File: config.mk
export PLATFORM = sky130hd
export DESIGN_NAME = usb_packet_ready_irq
export DESIGN_NICKNAME = d
export VERILOG_FILES = /design/src/hw/usb_pkt_irq_pkg.sv /design/src/hw/rx_ready_flag.sv /design/src/hw/tx_ready_flag.sv /design/src/hw/usb_packet_ready_irq.sv
export SDC_FILE = /design/constraint.sdc
export NUM_CORES = 1
export LEC_CHECK = 0
export BUFFER_PORTS_ARGS = -buffer_cell sky130_fd_sc_hd__buf_2
export CORE_MARGIN = 2
export CORE_UTILIZATION = 45
export DETAILED_ROUTE_END_ITERATION = 10
export GPL_ROUTABILITY_DRIVEN = 1
export PLACE_DENSITY = 0.78
export SLEW_MARGIN = 40
export SYNTH_ARGS = -nofsm -noshare
export SYNTH_HDL_FRONTEND = slang
export SYNTH_SLANG_ARGS = --single-unit
File: constraint.sdc
create_clock -name clk -period 2.65 [get_ports clk]
set_clock_uncertainty 0.1 [all_clocks]
set_input_delay 0.53 -clock clk [delete_from_list [all_inputs] [get_ports clk]]
set_output_delay 0.53 -clock clk [all_outputs]
set_load 0.1 [all_outputs]
File: src/hw/usb_pkt_irq_pkg.sv
package usb_pkt_irq_pkg;

  // Register byte offsets
  localparam int ADDR_W = 8;
  localparam logic [7:0] OFF_PACKET_READY = 8'h00;
  localparam logic [7:0] OFF_INT_ENABLE = 8'h04;
  localparam logic [7:0] OFF_INT_CAUSE = 8'h08;
  localparam logic [7:0] OFF_EP1_CONTROL = 8'h0C;
  localparam logic [7:0] OFF_EP2_CONTROL = 8'h10;
  localparam logic [7:0] OFF_EP1_RX_COUNT = 8'h14;
  localparam logic [7:0] OFF_EP2_RX_COUNT = 8'h18;
  localparam logic [7:0] OFF_ENDPOINT_STATUS = 8'h1C;
  localparam logic [7:0] OFF_EP0_TX_LEN = 8'h20;
  localparam logic [7:0] OFF_EP1_TX_LEN = 8'h24;
  localparam logic [7:0] OFF_EP2_TX_LEN = 8'h28;
  localparam logic [7:0] OFF_EP3_TX_LEN = 8'h2C;

  // Bit positions in packet_ready_flags
  localparam int BIT_EP1_RX_RDY = 1;
  localparam int BIT_EP2_RX_RDY = 2;
  localparam int BIT_EP0_TX_RDY = 4;
  localparam int BIT_EP1_TX_RDY = 5;
  localparam int BIT_EP2_TX_RDY = 6;
  localparam int BIT_EP3_TX_RDY = 7;

  // Bit positions in interrupt_enable_mask and interrupt_cause_flags
  localparam int BIT_INT_EP1 = 1;
  localparam int BIT_INT_EP2 = 2;
  localparam int BIT_INT_EP0_TX = 4;
  localparam int BIT_INT_EP3 = 7;
  localparam logic [7:0] INT_USED_MASK = 8'h96;

  // Direction bit in endpoint_control: 1 transmit, 0 receive
  localparam int BIT_DIR = 7;

  // Reset values
  localparam logic [7:0] RST_INT_ENABLE = 8'h00;
  localparam logic RST_DIR = 1'b0;
  localparam logic RST_TX_FLAG = 1'b1;

  // Packet sizes
  localparam int CNT_W = 7;
  localparam int TX_EPS = 4;
  localparam int RX_EPS = 2;
  localparam logic [CNT_W-1:0] EP0_MAX_PKT = 7'h08;
  localparam logic [CNT_W-1:0] EP1_MAX_PKT = 7'h40;
  localparam logic [CNT_W-1:0] EP2_MAX_PKT = 7'h40;
  localparam logic [CNT_W-1:0] EP3_MAX_PKT = 7'h08;

  // AXI responses
  localparam logic [1:0] RESP_OKAY = 2'b00;
  localparam logic [1:0] RESP_SLVERR = 2'b10;

endpackage
File: src/hw/rx_ready_flag.sv
`timescale 1ns/1ns
module rx_ready_flag
  import usb_pkt_irq_pkg::*;
(
  input wire logic clk,
  input wire logic resetn,
  input wire logic packetGood,
  input wire logic [CNT_W-1:0] rxCount,
  input wire logic clearWrite,
  output logic flag,
  output logic [CNT_W-1:0] byteCount
);
  typedef struct packed {
    logic flag;
    logic [CNT_W-1:0] byteCount;
  } state_s;

  state_s s_q;
  state_s s_d;

  always_comb begin
    s_d = s_q;
    if (clearWrite) begin
      s_d.flag = 1'b0;
    end
    // A packet landing in the clearing cycle is kept
    if (packetGood) begin
      s_d.flag = 1'b1;
      s_d.byteCount = rxCount;
    end
  end

  always_ff @(posedge clk or negedge resetn) begin
    if (!resetn) begin
      s_q <= '0;
    end else begin
      s_q <= s_d;
    end
  end

  assign flag = s_q.flag;
  assign byteCount = s_q.byteCount;

endmodule // rx_ready_flag

File: src/hw/tx_ready_flag.sv
`timescale 1ns/1ns
module tx_ready_flag
  import usb_pkt_irq_pkg::*;
#(
  parameter logic [CNT_W-1:0] MAX_PKT = EP0_MAX_PKT
) (
  input wire logic clk,
  input wire logic resetn,
  input wire logic allowClear,
  input wire logic fifoFree,
  input wire logic hostAck,
  input wire logic armWrite,
  input wire logic [CNT_W-1:0] fillCount,
  output logic flag,
  output logic awaitAck,
  output logic [CNT_W-1:0] sendLen,
  output logic shortPacket
);
  typedef struct packed {
    logic flag;
    logic awaitAck;
    logic [CNT_W-1:0] sendLen;
  } state_s;

  state_s s_q;
  state_s s_d;

  always_comb begin
    s_d = s_q;
    if (hostAck) begin
      s_d.awaitAck = 1'b0;
    end
    if (s_q.flag && allowClear && fifoFree && !s_q.awaitAck) begin
      s_d.flag = 1'b0;
    end
    // Arming wins over a clear or an ACK in the same cycle
    if (armWrite) begin
      s_d.flag = 1'b1;
      s_d.awaitAck = 1'b1;
      s_d.sendLen = fillCount;
    end
  end

  always_ff @(posedge clk or negedge resetn) begin
    if (!resetn) begin
      s_q <= '0;
      s_q.flag <= RST_TX_FLAG;
    end else begin
      s_q <= s_d;
    end
  end

  assign flag = s_q.flag;
  assign awaitAck = s_q.awaitAck;
  assign sendLen = s_q.sendLen;
  assign shortPacket = s_q.flag && (s_q.sendLen < MAX_PKT);

endmodule // tx_ready_flag

File: src/hw/usb_packet_ready_irq.sv
// Implementation choices: the AXI4-Lite slave port and the address map.
`timescale 1ns/1ns
module usb_packet_ready_irq
  import usb_pkt_irq_pkg::*;
(
  input wire logic clk,
  input wire logic resetn,
  input wire logic [usb_pkt_irq_pkg::ADDR_W-1:0] s_axi_awaddr,
  input wire logic [2:0] s_axi_awprot,
  input wire logic s_axi_awvalid,
  output logic s_axi_awready,
  input wire logic [31:0] s_axi_wdata,
  input wire logic [3:0] s_axi_wstrb,
  input wire logic s_axi_wvalid,
  output logic s_axi_wready,
  output logic [1:0] s_axi_bresp,
  output logic s_axi_bvalid,
  input wire logic s_axi_bready,
  input wire logic [usb_pkt_irq_pkg::ADDR_W-1:0] s_axi_araddr,
  input wire logic [2:0] s_axi_arprot,
  input wire logic s_axi_arvalid,
  output logic s_axi_arready,
  output logic [31:0] s_axi_rdata,
  output logic [1:0] s_axi_rresp,
  output logic s_axi_rvalid,
  input wire logic s_axi_rready,
  input wire logic ctrlReadDataStage,
  input wire logic [usb_pkt_irq_pkg::TX_EPS-1:0] txFifoFree,
  input wire logic [usb_pkt_irq_pkg::TX_EPS-1:0] txHostAck,
  input wire logic [usb_pkt_irq_pkg::CNT_W-1:0] txFillCount0,
  input wire logic [usb_pkt_irq_pkg::CNT_W-1:0] txFillCount1,
  input wire logic [usb_pkt_irq_pkg::CNT_W-1:0] txFillCount2,
  input wire logic [usb_pkt_irq_pkg::CNT_W-1:0] txFillCount3,
  input wire logic [usb_pkt_irq_pkg::RX_EPS-1:0] rxPacketGood,
  input wire logic [usb_pkt_irq_pkg::CNT_W-1:0] rxByteCount,
  output logic [usb_pkt_irq_pkg::TX_EPS-1:0] txArmed,
  output logic [usb_pkt_irq_pkg::TX_EPS-1:0] txShort,
  output logic [usb_pkt_irq_pkg::CNT_W-1:0] txSendLen0,
  output logic [usb_pkt_irq_pkg::CNT_W-1:0] txSendLen1,
  output logic [usb_pkt_irq_pkg::CNT_W-1:0] txSendLen2,
  output logic [usb_pkt_irq_pkg::CNT_W-1:0] txSendLen3,
  output logic [7:0] endpointStatus,
  output logic irqOutN
);
  import usb_pkt_irq_pkg::*;

  typedef struct packed {
    logic awSeen;
    logic wSeen;
    logic [ADDR_W-1:0] awAddr;
    logic [31:0] wData;
    logic [3:0] wStrb;
    logic bValid;
    logic [1:0] bResp;
    logic rValid;
    logic [31:0] rData;
    logic [1:0] rResp;
    logic [7:0] intEnable;
    logic ep1Dir;
    logic ep2Dir;
    logic irqN;
  } state_s;

  state_s s_q;
  state_s s_d;

  // Per-endpoint flag wiring: tx index 0..3 is EP0..EP3, rx index 0..1 is EP1..EP2
  logic [TX_EPS-1:0] txFlag;
  logic [TX_EPS-1:0] txAwait;
  logic [TX_EPS-1:0] txAllow;
  logic [TX_EPS-1:0] txArmWrite;
  logic [CNT_W-1:0] txLen [TX_EPS];
  logic [CNT_W-1:0] txFill [TX_EPS];
  logic [RX_EPS-1:0] rxFlag;
  logic [RX_EPS-1:0] rxGood;
  logic [RX_EPS-1:0] rxClearWrite;
  logic [CNT_W-1:0] rxCount [RX_EPS];
  logic [7:0] pktFlags;
  logic [7:0] causeFlags;
  logic wrCommit;
  logic pktWrite;
  logic wrKnown;
  logic [31:0] rdValue;

  function automatic logic addrKnown(input logic [ADDR_W-1:0] a);
    case (a)
      OFF_PACKET_READY, OFF_INT_ENABLE, OFF_INT_CAUSE, OFF_EP1_CONTROL, OFF_EP2_CONTROL,
      OFF_EP1_RX_COUNT, OFF_EP2_RX_COUNT, OFF_ENDPOINT_STATUS,
      OFF_EP0_TX_LEN, OFF_EP1_TX_LEN, OFF_EP2_TX_LEN, OFF_EP3_TX_LEN: addrKnown = 1'b1;
      default: addrKnown = 1'b0;
    endcase
  endfunction

  function automatic logic [31:0] countWord(input logic [CNT_W-1:0] c);
    countWord = {{(32 - CNT_W){1'b0}}, c};
  endfunction

  assign txFill[0] = txFillCount0;
  assign txFill[1] = txFillCount1;
  assign txFill[2] = txFillCount2;
  assign txFill[3] = txFillCount3;

  // Hardware may clear a transmit flag only where the endpoint is really transmitting
  assign txAllow[0] = ctrlReadDataStage;
  assign txAllow[1] = s_q.ep1Dir;
  assign txAllow[2] = s_q.ep2Dir;
  assign txAllow[3] = 1'b1;

  // Received packets count only on endpoints set to receive
  assign rxGood[0] = rxPacketGood[0] && !s_q.ep1Dir;
  assign rxGood[1] = rxPacketGood[1] && !s_q.ep2Dir;

  // Register writes take effect in the cycle the response is raised
  assign wrCommit = s_q.awSeen && s_q.wSeen && !s_q.bValid;
  assign wrKnown = addrKnown(s_q.awAddr);
  assign pktWrite = wrCommit && (s_q.awAddr == OFF_PACKET_READY) && s_q.wStrb[0];

  assign txArmWrite[0] = pktWrite && s_q.wData[BIT_EP0_TX_RDY];
  assign txArmWrite[1] = pktWrite && s_q.wData[BIT_EP1_TX_RDY] && s_q.ep1Dir;
  assign txArmWrite[2] = pktWrite && s_q.wData[BIT_EP2_TX_RDY] && s_q.ep2Dir;
  assign txArmWrite[3] = pktWrite && s_q.wData[BIT_EP3_TX_RDY];
  assign rxClearWrite[0] = pktWrite && s_q.wData[BIT_EP1_RX_RDY] && !s_q.ep1Dir;
  assign rxClearWrite[1] = pktWrite && s_q.wData[BIT_EP2_RX_RDY] && !s_q.ep2Dir;

  genvar gi;
  generate
    for (gi = 0; gi < TX_EPS; gi++) begin : gTx
      localparam logic [CNT_W-1:0] MAXP = (gi == 0) ? EP0_MAX_PKT :
                                          (gi == 1) ? EP1_MAX_PKT :
                                          (gi == 2) ? EP2_MAX_PKT : EP3_MAX_PKT;
      tx_ready_flag #(
        .MAX_PKT(MAXP)
      ) uTx (
        .clk(clk),
        .resetn(resetn),
        .allowClear(txAllow[gi]),
        .fifoFree(txFifoFree[gi]),
        .hostAck(txHostAck[gi]),
        .armWrite(txArmWrite[gi]),
        .fillCount(txFill[gi]),
        .flag(txFlag[gi]),
        .awaitAck(txAwait[gi]),
        .sendLen(txLen[gi]),
        .shortPacket(txShort[gi])
      );
    end
    for (gi = 0; gi < RX_EPS; gi++) begin : gRx
      rx_ready_flag uRx (
        .clk(clk),
        .resetn(resetn),
        .packetGood(rxGood[gi]),
        .rxCount(rxByteCount),
        .clearWrite(rxClearWrite[gi]),
        .flag(rxFlag[gi]),
        .byteCount(rxCount[gi])
      );
    end
  endgenerate

  always_comb begin
    pktFlags = 8'h00;
    pktFlags[BIT_EP1_RX_RDY] = rxFlag[0] && !s_q.ep1Dir;
    pktFlags[BIT_EP2_RX_RDY] = rxFlag[1] && !s_q.ep2Dir;
    pktFlags[BIT_EP0_TX_RDY] = txFlag[0];
    pktFlags[BIT_EP1_TX_RDY] = txFlag[1] && s_q.ep1Dir;
    pktFlags[BIT_EP2_TX_RDY] = txFlag[2] && s_q.ep2Dir;
    pktFlags[BIT_EP3_TX_RDY] = txFlag[3];
  end

  always_comb begin
    causeFlags = 8'h00;
    causeFlags[BIT_INT_EP0_TX] = s_q.intEnable[BIT_INT_EP0_TX] && !txFlag[0];
    causeFlags[BIT_INT_EP1] = s_q.intEnable[BIT_INT_EP1] &&
                              (s_q.ep1Dir ? !txFlag[1] : rxFlag[0]);
    causeFlags[BIT_INT_EP2] = s_q.intEnable[BIT_INT_EP2] &&
                              (s_q.ep2Dir ? !txFlag[2] : rxFlag[1]);
    causeFlags[BIT_INT_EP3] = s_q.intEnable[BIT_INT_EP3] && !txFlag[3];
  end

  always_comb begin
    rdValue = 32'h0000_0000;
    case (s_axi_araddr)
      OFF_PACKET_READY: rdValue = {24'h00_0000, pktFlags};
      OFF_INT_ENABLE: rdValue = {24'h00_0000, s_q.intEnable};
      OFF_INT_CAUSE: rdValue = {24'h00_0000, causeFlags};
      OFF_EP1_CONTROL: rdValue = {24'h00_0000, s_q.ep1Dir, 7'h00};
      OFF_EP2_CONTROL: rdValue = {24'h00_0000, s_q.ep2Dir, 7'h00};
      OFF_EP1_RX_COUNT: rdValue = countWord(rxCount[0]);
      OFF_EP2_RX_COUNT: rdValue = countWord(rxCount[1]);
      OFF_ENDPOINT_STATUS: rdValue = {24'h00_0000, txShort, txAwait};
      OFF_EP0_TX_LEN: rdValue = countWord(txLen[0]);
      OFF_EP1_TX_LEN: rdValue = countWord(txLen[1]);
      OFF_EP2_TX_LEN: rdValue = countWord(txLen[2]);
      OFF_EP3_TX_LEN: rdValue = countWord(txLen[3]);
      default: rdValue = 32'h0000_0000;
    endcase
  end

  always_comb begin
    s_d = s_q;
    // Write address and data are taken independently, in either order
    if (s_axi_awvalid && s_axi_awready) begin
      s_d.awSeen = 1'b1;
      s_d.awAddr = s_axi_awaddr;
    end
    if (s_axi_wvalid && s_axi_wready) begin
      s_d.wSeen = 1'b1;
      s_d.wData = s_axi_wdata;
      s_d.wStrb = s_axi_wstrb;
    end
    if (wrCommit) begin
      s_d.awSeen = 1'b0;
      s_d.wSeen = 1'b0;
      s_d.bValid = 1'b1;
      s_d.bResp = wrKnown ? RESP_OKAY : RESP_SLVERR;
      if (s_q.wStrb[0]) begin
        case (s_q.awAddr)
          OFF_INT_ENABLE: s_d.intEnable = s_q.wData[7:0] & INT_USED_MASK;
          OFF_EP1_CONTROL: s_d.ep1Dir = s_q.wData[BIT_DIR];
          OFF_EP2_CONTROL: s_d.ep2Dir = s_q.wData[BIT_DIR];
          default: s_d.intEnable = s_q.intEnable;
        endcase
      end
    end
    if (s_q.bValid && s_axi_bready) begin
      s_d.bValid = 1'b0;
    end
    if (s_axi_arvalid && s_axi_arready) begin
      s_d.rValid = 1'b1;
      s_d.rData = rdValue;
      s_d.rResp = addrKnown(s_axi_araddr) ? RESP_OKAY : RESP_SLVERR;
    end else if (s_q.rValid && s_axi_rready) begin
      s_d.rValid = 1'b0;
    end
    s_d.irqN = !(|causeFlags);
  end

  always_ff @(posedge clk or negedge resetn) begin
    if (!resetn) begin
      s_q <= '0;
      s_q.intEnable <= RST_INT_ENABLE;
      s_q.ep1Dir <= RST_DIR;
      s_q.ep2Dir <= RST_DIR;
      s_q.irqN <= 1'b1;
    end else begin
      s_q <= s_d;
    end
  end

  assign s_axi_awready = !s_q.awSeen && !s_q.bValid;
  assign s_axi_wready = !s_q.wSeen && !s_q.bValid;
  assign s_axi_bvalid = s_q.bValid;
  assign s_axi_bresp = s_q.bResp;
  assign s_axi_arready = !s_q.rValid;
  assign s_axi_rvalid = s_q.rValid;
  assign s_axi_rdata = s_q.rData;
  assign s_axi_rresp = s_q.rResp;

  assign txArmed = txFlag;
  assign txSendLen0 = txLen[0];
  assign txSendLen1 = txLen[1];
  assign txSendLen2 = txLen[2];
  assign txSendLen3 = txLen[3];
  assign endpointStatus = {txShort, txAwait};
  assign irqOutN = s_q.irqN;

endmodule // usb_packet_ready_irq

==> qor.yml <==
drt:
  drc_errors: 0
  vias: 3414
  via_per_inst: 5.35
  drt_iter0_drc: 206
  dr.pass1.iters: 4
  drt-wirelength-per-cell_um: 16.9
  wirelength_mm: 10.8
  postRouteAntennaNets: 0
timing:
  setup_viol: 0
  slew_headroom: 0.574
  rsz0062_at_grt: "true"
  hold_violations: 0
  worst_slew_pin_slew_ns: 0.635
  fin_crit_sh: 0.996
  final_max_slew_viol_count: 0
  fmax_mhz: 379
  period_minus_slack_ns: 2.64
pwr:
  power.density_nw_per_um2: 758
  pwr-share-comb: 0.342
  p_switching_mw: 1.63
  power_mw: 4.03
  clockPowerShare: 0.222
  leakagePower_nw: 2.60
  internal_power_mw: 2.40
  swShare: 0.405
  pwr-share-seq: 0.437
  irDropWorstVdd_mv: 1.10
clock_network:
  clk_pin_slew_worst_paths_ns: 0.08
  root_buffer: "clkbuf_8"
  post-cts-setup-buffers: 0
  cts_buffer_depth: 2
  cts.sink_count: 88
  cts_tree: "yes"
  hold_buffers: 0
  clock_latency_ns: 0.36
  numCtsBuffers: 9
  htreeDepth: 3
worst_setup_path:
  start_kind: "flop"
  worst-path-max-fanout: 4
  arrival_ns: 2.01
  crit_type: "reg -> out"
  endpoint_kind: "output pin"
  required_ns: 2.02
global_routing:
  grt-ovfl-total: 0
  grt_use_total: 0.200
  antenna_found_initial: 0
  grt_pass1_vias: 3377
  grt_pass1_wl_mm: 17.2
  grt_max_degree: 46
status:
  outcome: "complete, no violations"
synthesis:
  yosys.cell_types.count: 50
  synth_edf_count: 0
  avgSynthCellArea_um2: 11.7
  syn_area_um2: 4570
  ys.flop_type: "dfrtp_1"
  ys_warn_count: 0
  ys_seq_area_frac: 0.484
  synth_seq_cells: 88
  synthArstFlopShare: 1.00
  syn_inst: 389
final_layout:
  final_common_cell: "buf_2"
  final_cell_mix: "buf_2 (132), dfrtp_1 (82), mux2_2 (65)"
  nets: 611
  nFillCells: 900
  drive_above_1_share: 0.485
  finish.utilization: 0.541
  syn_to_final_growth_pct: 16.4
  antenna_cells: 0
floorplan:
  rows: 36
  fp.dieW_um: 105
  io_pins: 197
  initial_utilization: 0.465
  die_y_um: 105
  die_area_um2: 11000
  coreArea_um2: 9820
flow_run:
  maxCapViolations: 0
place:
  gp_congestion: 0.918
  hpwl_mm: 8.25
  numPortBuffers: 135
worst_hold_path:
  min_path_type: "in -> async"
## worst paths after layout
kind / depth (start not counted) / from / end / slack [ns]
worst min register to register: 1 / gRx[1].uRx.flag / gRx[1].uRx.flag / 0.38
worst max register to register: 4 / s_q[86] / s_q[10] / 0.26
worst min-delay path: 1 / resetn / gTx[3].uTx.sendLen[0] / 0.07
max in group asynchronous: 2 / resetn / s_axi_rdata[1] / 1.74
worst max-delay path: 3 / gTx[3].uTx.sendLen[6] / txShort[3] / 0.01
min in group clk: 2 / s_axi_rready / s_axi_rvalid / 0.24
## cells in the mapped netlist, drive strengths merged (2+ instances only)
master | count | share of area
or4 | 3 | 0.0058
mux4 | 5 | 0.025
o22ai | 3 | 0.0041
a22oi | 2 | 0.0033
nand3b | 7 | 0.012
nor4b | 2 | 0.0038
clkbuf | 12 | 0.0099
a21o | 6 | 0.0099
or4b | 3 | 0.0074
nand2 | 21 | 0.017
nor4 | 3 | 0.0055
mux2 | 69 | 0.17
nand2b | 4 | 0.0055
a32oi | 6 | 0.012
inv | 11 | 0.0090
o21ai | 16 | 0.018
nor2 | 8 | 0.0066
a21oi | 5 | 0.0055
o211ai | 4 | 0.0066
o21a | 2 | 0.0033
nand3 | 2 | 0.0022
buf | 57 | 0.090
or3 | 2 | 0.0038
a22o | 5 | 0.0096
dfrtp | 83 | 0.45
mux2i | 5 | 0.011
nor3 | 4 | 0.0044
and2 | 2 | 0.0027
a21boi | 2 | 0.0033
nand4 | 2 | 0.0027
and3 | 4 | 0.0055
dfstp | 5 | 0.029
nor2b | 13 | 0.018
a2bb2oi | 2 | 0.0038
## critical path: stages (launching register included)
cell and delay [ns]:
dfrtp_1 0.43, or4_1 0.55, nor2_1 0.28, clkbuf_4 0.41
## power by group through the flow
stage / sequential [mW] / clock (mW) / combinational [mW]
global placement: 1.77 / 0 / 1.36
CTS: 1.76 / 0.915 / 1.39
global route: 1.80 / 0.971 / 1.45
floorplan: 2.06 / 0 / 0.862
detailed placement: 1.79 / 0 / 1.38
finish: 1.76 / 0.893 / 1.38
## sequential cells by signal, indices dropped and copies added (netlist names)
signal / flops
gRx.uRx.byteCount: 14
s_axi_rvalid: 1
s_axi_rresp: 1
s_q: 23
s_axi_bvalid: 1
gTx.uTx.flag: 4
s_axi_rdata: 8
s_axi_bresp: 1
gRx.uRx.flag: 2
irqOutN: 1
gTx.uTx.awaitAck: 4
gTx.uTx.sendLen: 28
## cell families after synthesis
logic type	count (synthesis)	synth area share
compound gates	59	0.0918
buf+inv	80	0.109
mux	79	0.209
simple gates	82	0.106
flops	88	0.484
other cells	1	0.000821
## cell type report
| cell class | instances | area (um2) | area share |
|---|---|---|---|
| Clock buffer | 12 | 135 | 0.0254 |
| Clock inverter | 4 | 47.5 | 0.00894 |
| Inverter | 11 | 41.3 | 0.00777 |
| Multi-Input combinational cell | 246 | 1950 | 0.367 |
| Sequential cell | 88 | 2210 | 0.416 |
| Tap cell | 133 | 166 | 0.0313 |
| Timing Repair Buffer | 144 | 763 | 0.144 |
## through the flow
| stage | instance area (um2) | TNS [ns] | std cells | hold slack [ns] | setup slack [ns] |
|---|---|---|---|---|---|
| 2_1_floorplan | 4660 | 0 | 414 | 0.134 | 0.0674 |
| 3_3_place_gp | 5130 | 0 | 622 | 0.357 | 0.291 |
| 3_5_place_dp | 5130 | 0 | 622 | 0.361 | 0.272 |
| 4_1_cts | 5310 | -0.0959 | 638 | 0.0816 | -0.0489 |
| 5_1_grt | 5320 | -0.100 | 638 | 0.114 | -0.0523 |
| 6_report | 5320 | 0 | 638 | 0.0715 | 0.0106 |
## layer usage
metal  share of wire  routed length [um]  global-route usage
met1            0.42                4570               0.261
met2            0.47                5070               0.323
met3           0.084                 910              0.0468
met4           0.022                 240              0.0771
met5               0                   0                   0
## repair_timing
| item | 4_1_cts | 5_1_grt |
|---|---|---|
| cloned | 0 | 0 |
| endpoints found under the setup margin | 2 | 2 |
| gates resized for setup | 0 | 2 |
Power figures use the tool's default switching activity.
